## src/verilog/pwc_defines.svh

```systemverilog
/*
 Register offsets, field positions, reset values and divider masks of the
 pulse width capture and square wave block.
 Assumes it is included by bare name at file scope, ahead of the module that uses it.
*/
`ifndef PWC_DEFINES_SVH
`define PWC_DEFINES_SVH

// ----------------------------------------------------------------
// register offsets (word index on the plain register port)
// ----------------------------------------------------------------
`define PWC_ADDR_MODE 3'h0
`define PWC_ADDR_CAPCMP 3'h1
`define PWC_ADDR_OUTCTRL 3'h2
`define PWC_ADDR_PRESCALE 3'h3
`define PWC_ADDR_CCA 3'h4
`define PWC_ADDR_CCB 3'h5
`define PWC_ADDR_COUNTER 3'h6

// ----------------------------------------------------------------
// field positions
// ----------------------------------------------------------------
`define PWC_MODE_OVF_BIT 0
`define PWC_MODE_RUN_LO_BIT 2
`define PWC_MODE_RUN_HI_BIT 3
`define PWC_CAPCMP_A_CAPTURE_BIT 0
`define PWC_CAPCMP_A_SRC_BIT 1
`define PWC_OUT_ENABLE_BIT 0
`define PWC_OUT_TOGGLE_BIT 1
`define PWC_PRE_CKSEL_LSB 0
`define PWC_PRE_IN0_EDGE_LSB 4
`define PWC_PRE_IN1_EDGE_LSB 6

// ----------------------------------------------------------------
// edge select codes and run mode codes
// ----------------------------------------------------------------
`define PWC_EDGE_FALL 2'h0
`define PWC_EDGE_RISE 2'h1
`define PWC_EDGE_NONE 2'h2
`define PWC_EDGE_BOTH 2'h3
`define PWC_RUN_STOP 2'h0
`define PWC_RUN_FREE 2'h1
`define PWC_RUN_RESTART 2'h2
`define PWC_RUN_MATCH 2'h3

// ----------------------------------------------------------------
// reset values and count clock divider masks
// ----------------------------------------------------------------
`define PWC_RST_CTRL8 8'h00
`define PWC_RST_WORD16 16'h0000
`define PWC_DIV_MASK_0 6'h00
`define PWC_DIV_MASK_1 6'h03
`define PWC_DIV_MASK_2 6'h0F
`define PWC_DIV_MASK_3 6'h3F

`endif

```

## src/verilog/pwc_pkg.sv

```systemverilog
/*
 Types shared by the pulse width capture and square wave block.
 Assumes pwc_defines.svh is on the include path.
*/
package pwc_pkg;

   typedef logic [2:0] pwc_addr_t;

   typedef enum logic [1:0] {
      PWC_STOPPED,
      PWC_FREE_RUN,
      PWC_RESTART,
      PWC_MATCH_CLEAR
   } pwc_mode_t;

endpackage

```

## src/verilog/pwc_top.sv

```systemverilog
/*
 Pulse width capture and square wave output block of a 16-bit timer.
 Assumes a single sys_clk with synchronous reset, software on a plain
 register port, and asynchronous pulse sources on the two timer inputs.
*/
// Notes on behaviour
// - prescaler config bits 5:4 pick input 0 edge, bits 7:6 input 1 edge
// - free-running: input 0 valid edge copies counter to capture B, raises B request
// - free-running, A in capture mode: input 1 valid edge copies counter to A, raises A request
// - inputs sampled on count clock; edge accepted after two equal samples
// - two-register mode: opposite input 0 edge copies counter into register A
// - input 0 set to both edges: no opposite-edge capture into A
// - A source select set: input 1 edge skips loading A, still raises request
// - restart mode: input 0 edge loads capture B, then clears counter to zero
// - counter wrap sets overflow flag; software ignores it for measurement
// - output enable and toggle bits set, match-clear mode: output inverts every A plus one counts
// - match-clear mode: counter equal A clears counter, raises A request
// - counter runs unless both run-mode bits are zero
`timescale 1ns/100ps
`default_nettype none

`include "pwc_defines.svh"

module pwc_top (
   input wire logic sys_clk,
   input wire logic reset,
   input wire pwc_pkg::pwc_addr_t reg_addr,
   input wire logic [15:0] reg_wdata,
   input wire logic reg_write,
   input wire logic reg_read,
   output logic [15:0] reg_rdata,
   input wire logic timer_input_zero,
   input wire logic timer_input_one,
   output logic timer_output_pin,
   output logic irq_match_a,
   output logic irq_capture_b,
   output pwc_pkg::pwc_mode_t run_mode
);

   import pwc_pkg::*;

   // ----------------------------------------------------------------
   // register state
   // ----------------------------------------------------------------
   logic run_mode_bit_lo;
   logic run_mode_bit_hi;
   logic overflow_flag;
   logic [7:0] capcmp_ctrl_reg;
   logic [7:0] output_ctrl_reg;
   logic [7:0] prescaler_edge_cfg;
   logic [15:0] compare_capture_a;
   logic [15:0] capture_reg_b;
   logic [15:0] main_counter;
   logic [5:0] div_reg;
   logic out_level_reg;
   logic irq_a_reg;
   logic irq_b_reg;
   logic [15:0] rdata_reg;

   logic [15:0] compare_capture_a_next;
   logic [15:0] capture_reg_b_next;
   logic [15:0] main_counter_next;
   logic overflow_next;
   logic out_level_next;
   pwc_mode_t mode_now;

   // ----------------------------------------------------------------
   // register decode
   // ----------------------------------------------------------------
   wire wr_mode = reg_write && (reg_addr == `PWC_ADDR_MODE);
   wire wr_capcmp = reg_write && (reg_addr == `PWC_ADDR_CAPCMP);
   wire wr_outctrl = reg_write && (reg_addr == `PWC_ADDR_OUTCTRL);
   wire wr_prescale = reg_write && (reg_addr == `PWC_ADDR_PRESCALE);
   wire wr_cca = reg_write && (reg_addr == `PWC_ADDR_CCA);
   wire wr_ccb = reg_write && (reg_addr == `PWC_ADDR_CCB);

   wire [1:0] run_bits = {run_mode_bit_hi, run_mode_bit_lo};
   wire [1:0] clk_sel = prescaler_edge_cfg[`PWC_PRE_CKSEL_LSB +: 2];
   wire [1:0] in0_edge_sel = prescaler_edge_cfg[`PWC_PRE_IN0_EDGE_LSB +: 2];
   wire [1:0] in1_edge_sel = prescaler_edge_cfg[`PWC_PRE_IN1_EDGE_LSB +: 2];
   wire a_is_capture = capcmp_ctrl_reg[`PWC_CAPCMP_A_CAPTURE_BIT];
   wire capture_a_src_sel = capcmp_ctrl_reg[`PWC_CAPCMP_A_SRC_BIT];
   wire output_enable_bit = output_ctrl_reg[`PWC_OUT_ENABLE_BIT];
   wire toggle_on_match_bit = output_ctrl_reg[`PWC_OUT_TOGGLE_BIT];

   // ----------------------------------------------------------------
   // run mode
   // ----------------------------------------------------------------
   always_comb begin
      case (run_bits)
         `PWC_RUN_STOP: mode_now = PWC_STOPPED;
         `PWC_RUN_FREE: mode_now = PWC_FREE_RUN;
         `PWC_RUN_RESTART: mode_now = PWC_RESTART;
         `PWC_RUN_MATCH: mode_now = PWC_MATCH_CLEAR;
         default: mode_now = PWC_STOPPED;
      endcase
   end

   wire running = (run_bits != `PWC_RUN_STOP);

   // ----------------------------------------------------------------
   // count clock divider
   // ----------------------------------------------------------------
   logic [5:0] div_mask;
   always_comb begin
      case (clk_sel)
         2'h0: div_mask = `PWC_DIV_MASK_0;
         2'h1: div_mask = `PWC_DIV_MASK_1;
         2'h2: div_mask = `PWC_DIV_MASK_2;
         2'h3: div_mask = `PWC_DIV_MASK_3;
         default: div_mask = `PWC_DIV_MASK_0;
      endcase
   end

   // divider runs freely so inputs are filtered even while stopped
   wire count_en = ((div_reg & div_mask) == div_mask);

   // ----------------------------------------------------------------
   // input filters
   // ----------------------------------------------------------------
   logic in0_rise;
   logic in0_fall;
   logic in1_rise;
   logic in1_fall;

   pwc_edge_filter u_filter_in0 (
      .sys_clk(sys_clk),
      .reset(reset),
      .pin_in(timer_input_zero),
      .sample_en(count_en),
      .rise_pulse(in0_rise),
      .fall_pulse(in0_fall)
   );

   pwc_edge_filter u_filter_in1 (
      .sys_clk(sys_clk),
      .reset(reset),
      .pin_in(timer_input_one),
      .sample_en(count_en),
      .rise_pulse(in1_rise),
      .fall_pulse(in1_fall)
   );

   // ----------------------------------------------------------------
   // valid edge qualification
   // ----------------------------------------------------------------
   logic in0_valid;
   logic in0_opposite;
   logic in1_valid;

   always_comb begin
      case (in0_edge_sel)
         `PWC_EDGE_FALL: begin
            in0_valid = in0_fall;
            in0_opposite = in0_rise;
         end
         `PWC_EDGE_RISE: begin
            in0_valid = in0_rise;
            in0_opposite = in0_fall;
         end
         `PWC_EDGE_BOTH: begin
            in0_valid = in0_rise || in0_fall;
            in0_opposite = 1'b0;
         end
         default: begin
            in0_valid = 1'b0;
            in0_opposite = 1'b0;
         end
      endcase
   end

   always_comb begin
      case (in1_edge_sel)
         `PWC_EDGE_FALL: in1_valid = in1_fall;
         `PWC_EDGE_RISE: in1_valid = in1_rise;
         `PWC_EDGE_BOTH: in1_valid = in1_rise || in1_fall;
         default: in1_valid = 1'b0;
      endcase
   end

   // a stopped timer ignores its inputs entirely
   wire cap_b_event = running && in0_valid;
   wire pin1_event = running && a_is_capture && in1_valid;
   wire load_a_pin1 = pin1_event && !capture_a_src_sel;
   wire load_a_opp = running && a_is_capture && capture_a_src_sel && in0_opposite;
   wire restart_event = (mode_now == PWC_RESTART) && cap_b_event;

   // ----------------------------------------------------------------
   // compare match and counter step
   // ----------------------------------------------------------------
   wire at_match = (main_counter == compare_capture_a);
   wire match_event = running && count_en && !a_is_capture && at_match;
   wire clear_on_match = (mode_now == PWC_MATCH_CLEAR) && match_event;
   wire [15:0] counter_inc = main_counter + 16'h0001;
   wire wrap_event = running && count_en && (main_counter == 16'hFFFF) && !clear_on_match
      && !restart_event;

   always_comb begin
      main_counter_next = main_counter;
      if (!running) begin
         // stopping also clears, so the next start counts from zero
         main_counter_next = `PWC_RST_WORD16;
      end else if (restart_event || clear_on_match) begin
         main_counter_next = `PWC_RST_WORD16;
      end else if (count_en) begin
         main_counter_next = counter_inc;
      end
   end

   // capture value is the count before this edge's increment
   always_comb begin
      capture_reg_b_next = capture_reg_b;
      if (cap_b_event) begin
         capture_reg_b_next = main_counter;
      end else if (wr_ccb) begin
         capture_reg_b_next = reg_wdata;
      end
   end

   always_comb begin
      compare_capture_a_next = compare_capture_a;
      if (load_a_pin1 || load_a_opp) begin
         compare_capture_a_next = main_counter;
      end else if (wr_cca) begin
         compare_capture_a_next = reg_wdata;
      end
   end

   // hardware set wins over a software clear in the same cycle
   always_comb begin
      overflow_next = overflow_flag;
      if (wr_mode && !reg_wdata[`PWC_MODE_OVF_BIT]) begin
         overflow_next = 1'b0;
      end
      if (wrap_event) begin
         overflow_next = 1'b1;
      end
   end

   // square wave: toggles once per A plus one counts in match-clear mode
   always_comb begin
      out_level_next = out_level_reg;
      if (!output_enable_bit) begin
         out_level_next = 1'b0;
      end else if (toggle_on_match_bit && match_event) begin
         out_level_next = !out_level_reg;
      end
   end

   // ----------------------------------------------------------------
   // read data mux
   // ----------------------------------------------------------------
   logic [15:0] read_mux;
   always_comb begin
      case (reg_addr)
         `PWC_ADDR_MODE: read_mux = {12'h000, run_bits, 1'b0, overflow_flag};
         `PWC_ADDR_CAPCMP: read_mux = {8'h00, capcmp_ctrl_reg};
         `PWC_ADDR_OUTCTRL: read_mux = {8'h00, output_ctrl_reg};
         `PWC_ADDR_PRESCALE: read_mux = {8'h00, prescaler_edge_cfg};
         `PWC_ADDR_CCA: read_mux = compare_capture_a;
         `PWC_ADDR_CCB: read_mux = capture_reg_b;
         `PWC_ADDR_COUNTER: read_mux = main_counter;
         default: read_mux = 16'h0000;
      endcase
   end

   // ----------------------------------------------------------------
   // control registers
   // ----------------------------------------------------------------
   always_ff @(posedge sys_clk) begin
      if (reset) begin
         run_mode_bit_lo <= 1'b0;
         run_mode_bit_hi <= 1'b0;
         capcmp_ctrl_reg <= `PWC_RST_CTRL8;
         output_ctrl_reg <= `PWC_RST_CTRL8;
         prescaler_edge_cfg <= `PWC_RST_CTRL8;
      end else begin
         if (wr_mode) begin
            run_mode_bit_lo <= reg_wdata[`PWC_MODE_RUN_LO_BIT];
            run_mode_bit_hi <= reg_wdata[`PWC_MODE_RUN_HI_BIT];
         end
         if (wr_capcmp) begin
            capcmp_ctrl_reg <= reg_wdata[7:0];
         end
         if (wr_outctrl) begin
            output_ctrl_reg <= reg_wdata[7:0];
         end
         if (wr_prescale) begin
            prescaler_edge_cfg <= reg_wdata[7:0];
         end
      end
   end

   // ----------------------------------------------------------------
   // counting, capture and output state
   // ----------------------------------------------------------------
   always_ff @(posedge sys_clk) begin
      if (reset) begin
         main_counter <= `PWC_RST_WORD16;
         compare_capture_a <= `PWC_RST_WORD16;
         capture_reg_b <= `PWC_RST_WORD16;
         overflow_flag <= 1'b0;
         out_level_reg <= 1'b0;
         div_reg <= 6'h00;
      end else begin
         main_counter <= main_counter_next;
         compare_capture_a <= compare_capture_a_next;
         capture_reg_b <= capture_reg_b_next;
         overflow_flag <= overflow_next;
         out_level_reg <= out_level_next;
         div_reg <= div_reg + 6'h01;
      end
   end

   // ----------------------------------------------------------------
   // interrupt request pulses and read data
   // ----------------------------------------------------------------
   always_ff @(posedge sys_clk) begin
      if (reset) begin
         irq_a_reg <= 1'b0;
         irq_b_reg <= 1'b0;
         rdata_reg <= 16'h0000;
      end else begin
         irq_a_reg <= match_event || pin1_event;
         irq_b_reg <= cap_b_event;
         rdata_reg <= reg_read ? read_mux : 16'h0000;
      end
   end

   // ----------------------------------------------------------------
   // outputs
   // ----------------------------------------------------------------
   assign reg_rdata = rdata_reg;
   assign timer_output_pin = out_level_reg;
   assign irq_match_a = irq_a_reg;
   assign irq_capture_b = irq_b_reg;
   assign run_mode = mode_now;

endmodule

`default_nettype wire

```

## src/verilog/pwc_edge_filter.sv

```systemverilog
/*
 Two-sample noise filter and edge detector for one timer input pin.
 Assumes pin_in is asynchronous and sample_en is a one-cycle pulse on sys_clk.
*/
`timescale 1ns/100ps
`default_nettype none

module pwc_edge_filter (
   input wire logic sys_clk,
   input wire logic reset,
   input wire logic pin_in,
   input wire logic sample_en,
   output logic rise_pulse,
   output logic fall_pulse
);

   logic sync1_reg;
   logic sync2_reg;
   logic sample_reg;
   logic level_reg;
   wire accept;

   // ----------------------------------------------------------------
   // synchroniser and sampled level
   // ----------------------------------------------------------------
   always_ff @(posedge sys_clk) begin
      if (reset) begin
         sync1_reg <= 1'b0;
         sync2_reg <= 1'b0;
         sample_reg <= 1'b0;
         level_reg <= 1'b0;
      end else begin
         sync1_reg <= pin_in;
         sync2_reg <= sync1_reg;
         if (sample_en) begin
            sample_reg <= sync2_reg;
            if (accept) begin
               level_reg <= sync2_reg;
            end
         end
      end
   end

   // new level must be seen on two consecutive count clock samples
   assign accept = (sync2_reg == sample_reg) && (sync2_reg != level_reg);
   assign rise_pulse = sample_en && accept && sync2_reg;
   assign fall_pulse = sample_en && accept && !sync2_reg;

endmodule

`default_nettype wire

```

## config.mk

```make
export PLATFORM = sky130hd
export DESIGN_NAME = pwc_top
export DESIGN_NICKNAME = d
export VERILOG_FILES = /design/src/verilog/pwc_pkg.sv /design/src/verilog/pwc_top.sv /design/src/verilog/pwc_edge_filter.sv
export VERILOG_INCLUDE_DIRS = /design/src /design/src/verilog
export SDC_FILE = /design/constraint.sdc
export NUM_CORES = 1
export LEC_CHECK = 0
export BUFFER_PORTS_ARGS = -buffer_cell sky130_fd_sc_hd__buf_4
export CORE_ASPECT_RATIO = 0.8
export CORE_MARGIN = 3
export CORE_UTILIZATION = 55
export CTS_BUF_LIST = sky130_fd_sc_hd__clkbuf_2
export DETAILED_ROUTE_END_ITERATION = 12
export HOLD_SLACK_MARGIN = 0.1
export PLACE_DENSITY = 0.75
export SLEW_MARGIN = 20
export SYNTH_ARGS = -nofsm -noshare
export SYNTH_HDL_FRONTEND = slang
export SYNTH_SLANG_ARGS = --single-unit
```

## constraint.sdc

```tcl
create_clock -name sys_clk -period 2.7 [get_ports sys_clk]
set_input_delay 0 -clock sys_clk [delete_from_list [all_inputs] [get_ports sys_clk]]
set_output_delay 0 -clock sys_clk [all_outputs]
set_load 0.005 [all_outputs]
```

# Yosys cells after proc, flatten, opt, wreduce, memory -nomap -nowiden
# Index checks and enable logic that the tools add are counted.
[word_totals] ff_bits=108 inputBits=25 out_inout_bits=21 wordCells=122
[op_classes] addsub=2 eq_ne=25 n_mux=12 bitwise_logic=4 reduce_logical=57
[op_table] cell="$pmux W16 S7" n=1
[op_table] cell="$mux W16" n=4
[op_table] cell="$logic_and A1 B1 Y1" n=30
[op_table] cell="$pmux W6 S4" n=1
[op_table] cell="$add A16 B1 Y16 const B" n=1
[op_table] cell="$eq A16 B16 Y1" n=1
[op_table] cell="$eq A16 B16 Y1 const B" n=1
[op_table] cell="$eq A2 B2 Y1 const B" n=8
[op_table] cell="$eq A3 B3 Y1 const B" n=3
[op_table] cell="$eq A2 B1 Y1 const B" n=4
[op_table] cell="$logic_not A1 Y1" n=8
[op_table] cell="$logic_not A2 Y1" n=4
[op_table] cell="$pmux W2 S4" n=1
[op_table] cell="$reduce_bool A2 Y1" n=4
[op_table] cell="$add A6 B1 Y6 const B" n=1
[op_table] cell="$and A6 B6 Y6" n=1
[op_table] cell="$eq A3 B2 Y1 const B" n=2
[op_table] cell="$eq A6 B6 Y1" n=1
[op_table] cell="$pmux W1 S3" n=2
[op_table] cell="$logic_or A1 B1 Y1" n=5
[op_table] cell="$reduce_and A2 Y1" n=2
[op_table] cell="$reduce_or A2 Y1" n=2
[op_table] cell="$eq A3 B1 Y1 const B" n=1
[op_table] cell="$logic_not A3 Y1" n=1
[op_table] cell="other kinds (6)" n=11

# Logic depth before layout (Yosys ltp)
# Gate-level depths: netlist (run 1).
[depth] word_depth=13 depth_mapped=7 ltp_nobuf=5

# Hierarchy
# A second synthesis (run 1) with hierarchy kept.
[unflattened] cells_unflattened=576 area_unflattened_um2=5232.5
[modules_own_cells] module="pwc_top" instances=1 cells_per_inst=546 area_each_um2=4882.2 seq_area_each_um2=2001.9
[modules_own_cells] module="pwc_edge_filter" instances=2 cells_per_inst=15 area_each_um2=175.2 seq_area_each_um2=80.1

# Worst setup path after synthesis (run 1)
# OpenSTA, ideal clock, no wires.
[synth_timing] path_kind="register to register" from="register main_counter[7]" to="register main_counter[10]" setup_time_ps=132 arrival_time_ps=1825 required_time_ps=2568 path_slack_ps=743 path_stages_with_launch=8 path_buffers=2 synth_period_minus_slack_ps=1957 cell_sequence="dfxtp_1 clkbuf_1 xnor2_1 nand4_1 or3_1 o31ai_2 buf_2 nor3_1"
[synth_via] elab_chain_len=5 word_cells_on_any_way=6 cone_classes="1 x add/sub; 1 x eq/ne; 4 x reduce/logical"
[synth_rtl] item="start, declared" line_no="pwc_top.sv:53" rtl="logic [15:0] main_counter;"
[synth_rtl] item="start signal, assigned" line_no="pwc_top.sv:299" rtl="main_counter <= `PWC_RST_WORD16;"
[synth_rtl] item="start signal, assigned" line_no="pwc_top.sv:306" rtl="main_counter <= main_counter_next;"
[synth_rtl] item="parallel branches: the longest is 5 deep, another holds $add A16 B1 Y16"
# Several ways; the timed one is not identified.
# A chain may end at the register's enable or synchronous reset.

# Worst setup path in the final report (run 1)
[layout_timing] from="register div_reg[0]" to="register compare_capture_a[9]"
[layout_via] elab_chain_len=10 word_cells_on_any_way=17 cone_classes="1 x eq/ne; 3 x mux; 1 x bitwise; 12 x reduce/logical"
[layout_rtl] item="start, declared" line_no="pwc_top.sv:54" rtl="logic [5:0] div_reg;"
[layout_rtl] item="start signal, assigned" line_no="pwc_top.sv:311" rtl="div_reg <= div_reg + 6'h01;"
[layout_rtl] item="$and A6 B6 Y6 (*)" line_no="pwc_top.sv:116" rtl="wire count_en = ((div_reg & div_mask) == div_mask);"
[layout_rtl] item="$eq A6 B6 Y1 (*)" line_no="pwc_top.sv:116"
[layout_rtl] item="$logic_and A1 B1 Y1" line_no="pwc_edge_filter.sv:46, pwc_edge_filter.sv:47"
[layout_rtl] item="$logic_and A1 B1 Y1, on equally long branches" line_no="pwc_edge_filter.sv:46, pwc_edge_filter.sv:47"
[layout_rtl] item="$logic_or A1 B1 Y1" line_no="pwc_top.sv:176" rtl="`PWC_EDGE_BOTH: in1_valid = in1_rise || in1_fall;"
[layout_rtl] item="$pmux W1 S3" line_no="pwc_top.sv:173" rtl="case (in1_edge_sel)"
[layout_rtl] item="$logic_and A1 B1 Y1" line_no="pwc_top.sv:183" rtl="wire pin1_event = running && a_is_capture && in1_valid;"
[layout_rtl] item="$logic_and A1 B1 Y1" line_no="pwc_top.sv:184" rtl="wire load_a_pin1 = pin1_event && !capture_a_src_sel;"
[layout_rtl] item="$logic_or A1 B1 Y1 (*)" line_no="pwc_top.sv:222" rtl="if (load_a_pin1 || load_a_opp) begin"
[layout_rtl] item="$mux W16 or $reduce_bool A2 Y1 (tied branches)"
[layout_rtl] item="end signal, assigned" line_no="pwc_top.sv:300" rtl="compare_capture_a <= `PWC_RST_WORD16;"
[layout_rtl] item="end signal, assigned" line_no="pwc_top.sv:307" rtl="compare_capture_a <= compare_capture_a_next;"
[layout_rtl] item="end, declared" line_no="pwc_top.sv:51" rtl="logic [15:0] compare_capture_a;"
# Mark *: on every way between the ends. The rest lies on a longest branch, timed or not.

==> reports/metrics.cfg, run 1 <==
[worst_setup_path]
critPathRequiredTime_ps = 3220
path_class = reg2reg
crit_path_start_kind = flop
regToRegSetupSlack_ps = 360
cp.arrival_ps = 2850
endpoint_kind = flop
critical_path.reg2reg.startpoint = div_reg[0]
worstSetupStartpoint = div_reg[0]
cp_max_fo = 17

[sta]
hold_viol = 0
drv_slew = 0
setup_slack_ps = 365
tightest_slew_ps = 773
setup_viol = 0
fmax_mhz = 428
slew_headroom = 0.484
period_needed_ps = 2340
finalCritPeriodShare = 0.865
hold_ws_ps = 235
setup_tns_ps = 0
finClkSkew_ps = 45.1
rsz0062_at_grt = no

[floorplanning]
die_area_sq_um = 10700
start_util = 0.571
io_pins = 46
die_h_microns = 93.0
coreArea_sq_um = 9110
rows = 31
dieWidth_microns = 115

[global_route]
antenna_found_initial = 0
gr-total-overflow = 0
grt_usage = 0.278
grt_pass1_vias = 4452
met3_usage = 0.0602
top_usage_layer = met2
use_met1 = 0.381
grt_max_degree = 59
grt_first_pass_wirelength_mm = 23.3
met2_usage = 0.441

[power_and_ir_drop]
power_frac_comb = 0.111
swShare = 0.269
power_frac_seq = 0.648
power.internal_mw = 1.87
pwr-share-clk = 0.241
vdd_drop_max_v = 0.000255
powerDensity_nw_per_um2 = 426
power.leakage_nw = 2.34
switchingPower_mw = 0.687

[routing]
drt-vias-per-instance = 6.15
ant_nets = 0
route.vias.total = 4690
drt_iter0_drc = 432
drtPass1Iterations = 5
wl_per_cell_microns = 19.0
wl_mm = 14.4
route.detailed.drc = 0

[placement]
gp_congestion = 0.886
io_buffers = 45
dp_slack_ps = 418
post-dp-hpwl_mm = 9.81

[clock_network]
cts.path.max_buffers = 2
cts_buffers = 9
insertion_delay_ps = 590
cts-root-buf = clkbuf_2
cts_tree = yes
clock-sinks = 108
clk_pin_slew_worst_paths_ps = 260
htreeDepth = 3
cts_setup_buffers = 0

[hold_path]
hold_start = reg_wdata[1]
hold_class = in2reg

[layout]
final_util = 0.658
layout_common_cells = dfxtp_1 (108), nand2_1 (67), buf_4 (63)
synthToLayoutAreaGrowth_pct = 15.3
nets = 671
mostFrequentLayoutCell = dfxtp_1
layout-drive-gt1-share = 0.156
num_antenna_cells = 0

[synth]
avgSynthCellArea_sq_um = 8.86
netlist_area_sq_um = 5200
syn_nets = 614
synth_area_leaders = dfxtp_1 (42%), mux2i_1 (11%), nand2_1 (4.8%)
yosys.area.top_type = dfxtp_1
ys.flop_type = dfxtp_1
synth-seq-area-share = 0.416
synth_edf_count = 0
ys_async_sr_fraction = 0
synth_top_area_share = 0.416
synth_seq_cells = 108
synth_warnings = 0
syn-instance-count = 587
synth_cell_type_count = 52

[status]
status = complete, no violations

[job]
max_cap_violations = 0

-- per-stage QoR --
| step | std cells | power, mW | instance area [sq um] |
|---|---|---|---|
| global route | 762 | 2.65 | 6000 |
| finish | 762 | 2.56 | 6000 |
| detailed placement | 716 | 1.93 | 5610 |
| CTS | 762 | 2.56 | 6000 |
| floorplan | 587 | 1.84 | 5200 |
| global placement | 716 | 1.92 | 5610 |
-- worst max-delay path, stage by stage (launching register included) --
cell	delay [ps]
dfxtp_1	460
nand4_1	170
o22ai_2	430
nand3_1	150
buf_4	220
or3_1	640
a21oi_2	220
-- power groups by stage --
stage | Combinational, mW | Sequential [mW] | Clock [mW]
2_1_floorplan | 0.160 | 1.68 | 0
3_3_place_gp | 0.240 | 1.68 | 0
3_5_place_dp | 0.246 | 1.68 | 0
4_1_cts | 0.279 | 1.66 | 0.628
5_1_grt | 0.305 | 1.66 | 0.683
6_report | 0.285 | 1.66 | 0.616
-- worst paths after layout --
kind,to,depth (start not counted)
max reg2reg,compare_capture_a[9],6
min,capcmp_ctrl_reg[1],4
min reg2reg,output_ctrl_reg[4],2
max,compare_capture_a[9],6
-- layer usage --
metal,wire (microns),vias to the layer above
met5,0,-
met4,291,0
met3,1110,33
met2,6620,189
met1,6430,2270
li1,-,2198
-- cells in the mapped netlist (all sizes together) (2+ instances only) --
| library cell | instances |
|---|---|
| and4 | 3 |
| mux4 | 3 |
| clkbuf | 34 |
| a21oi | 58 |
| a221oi | 5 |
| and3 | 2 |
| a21o | 2 |
| xnor2 | 16 |
| nor3 | 21 |
| nor2b | 11 |
| and2 | 3 |
| nand2b | 2 |
| nand2 | 67 |
| inv | 4 |
| a21boi | 2 |
| nor2 | 55 |
| ha | 2 |
| nor4b | 2 |
| buf | 15 |
| dfxtp | 108 |
| o21ai | 9 |
| nand3 | 17 |
| mux2i | 55 |
| o41ai | 17 |
| nand4 | 6 |
| nor4 | 4 |
| xor2 | 18 |
| or3 | 3 |
| mux2 | 5 |
| a211oi | 22 |
| or2 | 2 |
-- layout make-up --
type	instances	area [sq um]
clock buffers	11	55.1
clock inverters	3	16.3
fillers	763	3120
inverters	4	15.0
multi-input cells	426	2810
flip-flops and latches	108	2160
well taps	115	144
repair buffers	95	793
-- cell families (layout without fill, tap and decap cells) --
family,after synthesis,after routing,synth area share
xor+xnor,34,34,0.0573
fa+ha+maj,2,2,0.00481
compound gates,123,123,0.164
flops,108,108,0.416
buf+inv,53,113,0.0433
simple gates,204,204,0.185
mux,63,63,0.130
-- timing repair --
action	4_1_cts	5_1_grt
gates resized for setup	0	0
hold endpoints to repair	90	0
endpoints found under the setup margin	0	0
hold buffers	32	0
Note: power is estimated with default switching activity, not from simulation.
==> run 2, diff against run 1 <==
--- a/config.mk
+++ b/config.mk
@@ -7,13 +7,15 @@
 export NUM_CORES = 1
 export LEC_CHECK = 0
 export BUFFER_PORTS_ARGS = -buffer_cell sky130_fd_sc_hd__buf_4
+export CELL_PAD_IN_SITES_DETAIL_PLACEMENT = 1
+export CELL_PAD_IN_SITES_GLOBAL_PLACEMENT = 1
 export CORE_ASPECT_RATIO = 0.8
 export CORE_MARGIN = 3
-export CORE_UTILIZATION = 55
+export CORE_UTILIZATION = 47
 export CTS_BUF_LIST = sky130_fd_sc_hd__clkbuf_2
 export DETAILED_ROUTE_END_ITERATION = 12
 export HOLD_SLACK_MARGIN = 0.1
-export PLACE_DENSITY = 0.75
+export PLACE_DENSITY_LB_ADDON = 0.1
 export SLEW_MARGIN = 20
 export SYNTH_ARGS = -nofsm -noshare
 export SYNTH_HDL_FRONTEND = slang
==> reports/metrics.cfg, run 2 (synthesis gave the netlist of run 1 again) <==
[placement]
gp_congestion = 0.864  ; -2.4%
io_buffers = 45  ; unchanged
post-dp-hpwl_mm = 11.8  ; +20%
placed_cell_area_sq_um = 5650  ; +0.83%

[global_route]
grt_usage = 0.292  ; +0.0137
gr-total-overflow = 0  ; unchanged
grt_first_pass_wirelength_mm = 27.4  ; +18%
antenna_found_initial = 0  ; unchanged
grt_max_degree = 58  ; -1.7%
grt_pass1_vias = 4866  ; +9.3%

[layout]
stdcell_area_sq_um = 6110  ; +1.8%
layout-drive-gt1-share = 0.160  ; +0.00420
mostFrequentLayoutCell = dfxtp_1
layout_common_cells = dfxtp_1 (108), nand2_1 (67), buf_4 (65)
num_antenna_cells = 0  ; unchanged
nets = 677  ; +0.89%
synthToLayoutAreaGrowth_pct = 17.4

[worst_setup_path]
max_stage_delay_ps = 780  ; +140 ps
critPathRequiredTime_ps = 3300  ; +80 ps
crit_path_start_kind = flop
cp_max_fo = 17  ; unchanged
cp_num_buf_inv = 0  ; -1
crit_path_cell_trace = nor4bb_1, a31oi_1, o21a_1, or3_1, a21oi_1
crit_family = simple AND/OR/NAND/NOR gates
cp.arrival_ps = 3080  ; +230 ps
slowest_stage = or3_1
path_class = reg2reg
endpoint_kind = flop

[sta]
slew_headroom = 0.471  ; -0.0133
tightest_slew_ps = 794  ; +20.7 ps
fmax_mhz = 402  ; -6.1%
hold_viol = 0  ; unchanged
setup_tns_ps = 0  ; unchanged
rsz0062_at_grt = no
finClkSkew_ps = 30.2  ; -14.9 ps
finalCritPeriodShare = 0.921  ; +0.0565
drv_slew = 0  ; unchanged
hold_ws_ps = 156  ; -79.3 ps
period_needed_ps = 2490  ; +153 ps
setup_viol = 0  ; unchanged

[clock_network]
cts-root-buf = clkbuf_2
clk_pin_slew_worst_paths_ps = 290  ; +30 ps
cts.path.max_buffers = 2  ; unchanged
ctsResizeCount = 0  ; unchanged
cts_setup_buffers = 0  ; unchanged
htreeDepth = 3  ; unchanged
cts_tree = yes
cts_buffers = 9  ; unchanged
ctsHoldBuffers = 36  ; +13%
clock-sinks = 108  ; unchanged
insertion_delay_ps = 650  ; +60 ps

[power_and_ir_drop]
power.leakage_nw = 2.38  ; +1.9%
vdd_drop_max_v = 0.000226  ; -11%
power_mw = 2.65  ; +3.4%
powerDensity_nw_per_um2 = 433  ; +1.6%

[floorplanning]
die_h_microns = 100  ; +7.6%
io_pins = 46  ; unchanged
start_util = 0.494  ; -0.0766
dieWidth_microns = 124  ; +7.7%
rows = 33  ; +6.5%
die_area_sq_um = 12400  ; +16%
coreArea_sq_um = 10500  ; +16%

[routing]
route.vias.total = 4820  ; +2.8%
route.detailed.drc = 0  ; unchanged
ant_nets = 0  ; unchanged
wl_mm = 17.3  ; +20%
drtPass1Iterations = 5  ; unchanged
drt-vias-per-instance = 6.06  ; -1.5%
wl_per_cell_microns = 21.8  ; +15%
drt_iter0_drc = 514  ; +19%

[status]
status = complete, no violations

[job]
max_cap_violations = 0  ; unchanged

[hold_path]
hold_class = in2reg

## run 2: cell types whose count changed in the layout (fill, tap and decap cells not counted), sizes merged
cell and change:
dlygate4sd3 +4, buf +2, clkbuf -1, clkinvlp +1, clkinv +2
## run 2: final cells by class
type	count	area (sq um)
repair buffers	101	848
flip-flops and latches	108	2160
well taps	140	175
fillers	1262	4420
clock buffers	10	50.0
multi-input cells	426	2810
inverters	4	15.0
clock inverters	6	41.3
## run 2: metal layers
metal / vias to the layer above / global-route usage / routed length [microns]
met5: - / 0 / 0
met4: 0 / 0.0715 / 251
met3: 25 / 0.0732 / 1310
met2: 177 / 0.456 / 7990
met1: 2405 / 0.406 / 7770
li1: 2213 / - / -
## run 2: power by group
group	internal, mW	switching [mW]
sequential	1.63	0.0291
clock	0.123	0.563
combinational	0.130	0.169
total	1.88	0.762
## run 2: worst paths after layout
path | from | endpoint | slack [ps] | cells after the start
worst max-delay path | u_filter_in0.sample_reg | compare_capture_a[2] | 210 | 5
worst min-delay path | reg_wdata[2] | prescaler_edge_cfg[2] | 160 | 4
worst max register to register | u_filter_in0.sample_reg | compare_capture_a[2] | 210 | 5
worst min register to register | capcmp_ctrl_reg[2] | capcmp_ctrl_reg[2] | 480 | 2
## run 2: tightest hold or removal path, stage by stage
cell and delay [ps]:
dlygate4sd3_1 530, buf_4 160, nand2_1 60, a21oi_1 50
## run 2: through the flow
step                      std cells  setup slack [ps]   util
after floorplan                 587               743      -
after global placement          743               526  0.537
after detailed placement        743               328  0.537
after CTS                       795               295  0.580
after global routing            795              96.9  0.580
final                           795               212  0.580
==> run 3, diff against run 2 <==
==> constraint.sdc (replaced) <==
create_clock -name sys_clk -period 2.85 [get_ports sys_clk]
set_input_delay 0 -clock sys_clk [delete_from_list [all_inputs] [get_ports sys_clk]]
set_output_delay 0 -clock sys_clk [all_outputs]
set_load 0.005 [all_outputs]
==> reports/metrics.cfg, run 3 (synthesis gave the netlist of run 1 again) <==
[clock_network]
htreeDepth = 3  ; unchanged
cts.path.max_buffers = 2  ; unchanged
cts_tree = yes
ctsResizeCount = 0  ; unchanged
ctsHoldBuffers = 35  ; -2.8%
cts_setup_buffers = 0  ; unchanged
cts_buffers = 9  ; unchanged
cts-root-buf = clkbuf_2
clk_pin_slew_worst_paths_ps = 280  ; about the same
insertion_delay_ps = 620  ; -30 ps
clock-sinks = 108  ; unchanged

[global_route]
grt_max_degree = 58  ; unchanged
gr-total-overflow = 0  ; unchanged
grt_pass1_vias = 4860  ; -0.12%
grt_first_pass_wirelength_mm = 26.7  ; -2.7%
antenna_found_initial = 0  ; unchanged
grt_usage = 0.282  ; -0.00955

[power_and_ir_drop]
power.leakage_nw = 2.39  ; about the same
vdd_drop_max_v = 0.000276  ; +22%
powerDensity_nw_per_um2 = 424  ; -2.2%

[floorplanning]
die_h_microns = 100  ; unchanged
coreArea_sq_um = 10500  ; unchanged
start_util = 0.494  ; unchanged
die_area_sq_um = 12400  ; unchanged
dieWidth_microns = 124  ; unchanged
rows = 33  ; unchanged
io_pins = 46  ; unchanged

[sta]
finClkSkew_ps = 11.8  ; -18.5 ps
period_needed_ps = 2400  ; -87.2 ps
finalCritPeriodShare = 0.842  ; -0.0791
drv_slew = 0  ; unchanged
tightest_slew_ps = 774  ; -19.8 ps
rsz0062_at_grt = no
setup_tns_ps = 0  ; unchanged
setup_viol = 0  ; unchanged
hold_viol = 0  ; unchanged
fmax_mhz = 417  ; +3.6%
slew_headroom = 0.480  ; +0.00924

[routing]
ant_nets = 0  ; unchanged
drtPass1Iterations = 4  ; -1
drt-vias-per-instance = 5.96  ; -1.6%
wl_per_cell_microns = 21.2  ; -2.8%
route.vias.total = 4735  ; -1.8%
route.detailed.drc = 0  ; unchanged
drt_iter0_drc = 374  ; -27%
wl_mm = 16.8  ; -3.0%

[placement]
post-dp-hpwl_mm = 11.4  ; -3.6%
placed_cell_area_sq_um = 5650  ; unchanged
io_buffers = 45  ; unchanged
gp_congestion = 0.817  ; -5.4%

[status]
status = complete, no violations

[layout]
layout_common_cells = dfxtp_1 (108), nand2_1 (67), buf_4 (65)
layout-drive-gt1-share = 0.161  ; +0.000245
fillCellCount = 1244  ; -1.4%
num_antenna_cells = 0  ; unchanged
nets = 676  ; -0.15%
synthToLayoutAreaGrowth_pct = 17.6
stdcell_area_sq_um = 6120  ; +0.20%
mostFrequentLayoutCell = dfxtp_1

[worst_setup_path]
crit_path_start_kind = flop
path_class = reg2reg
reg2reg_to = compare_capture_a[0]
critPathRequiredTime_ps = 3420  ; +120 ps
regToRegSetupSlack_ps = 450  ; +240 ps
worstSetupStartpoint = div_reg[2]
cp.arrival_ps = 2970  ; -110 ps
endpoint_kind = flop
cp_max_fo = 17  ; unchanged
critical_path.reg2reg.startpoint = div_reg[2]
reg2reg_depth = 6  ; +1

[hold_path]
hold_start = reg_wdata[4]
hold_end = prescaler_edge_cfg[4]
whs_path_depth = 4  ; unchanged
hold_class = in2reg

[job]
max_cap_violations = 0  ; unchanged

==> run 3: changes by cell type in the layout (fill, tap and decap cells not counted) <==
cell | before | now
dlygate4sd3_1 | 36 | 35
inv_6 | 0 | 1
bufinv_16 | 0 | 1
clkinv_4 | 2 | 1
clkinvlp_4 | 2 | 1
==> run 3: worst max-delay path by stage <==
stage | slack (ps) | cells past startpoint | endpoint
floorplan | 890 | 7 | main_counter[10]
global placement | 630 | 6 | compare_capture_a[15]
detailed placement | 510 | 6 | compare_capture_a[0]
CTS | 450 | 6 | compare_capture_a[0]
global route | 290 | 6 | compare_capture_a[0]
finish | 450 | 6 | compare_capture_a[0]
==> run 3: area by class of cell <==
cell class	count	area (sq um)	area share
clock buffers	10	50.0	0.00818
clock inverters	6	63.8	0.0104
inverters	4	15.0	0.00245
multi-input cells	426	2810	0.460
flip-flops and latches	108	2160	0.353
well taps	140	175	0.0286
repair buffers	100	838	0.137
==> run 3: critical path: stages (launching register included) <==
cell     delay [ps]
dfxtp_1         460
nand4_1         190
o22ai_2         410
nand3_1         150
buf_4           220
or3_1           650
a21oi_1         280
==> run 3: power by group <==
| group | switching (mW) | internal (mW) | total, mW |
|---|---|---|---|
| clock | 0.536 | 0.207 | 0.743 |
| combinational | 0.156 | 0.123 | 0.278 |
| sequential | 0.0266 | 1.55 | 1.57 |
| total | 0.718 | 1.87 | 2.59 |
==> run 3: stage by stage <==
step                      hold WS [ps]  utilization  total power [mW]  worst slack (ps)  std cells
after floorplan                    128            -              1.74               893        587
after global placement             220        0.537              1.83               630        743
after detailed placement           229        0.537              1.84               510        743
after CTS                          157        0.581              2.60               445        794
after global routing               140        0.581              2.70               288        794
final                              190        0.581              2.59               449        794
==> run 3: metal layers <==
layer  wire, microns  track usage  vias to the layer above
li1                -            -                     2216
met1            7820        0.399                     2362
met2            7850        0.445                      137
met3             868       0.0485                       20
met4             268       0.0809                        0
met5               0            0                        -
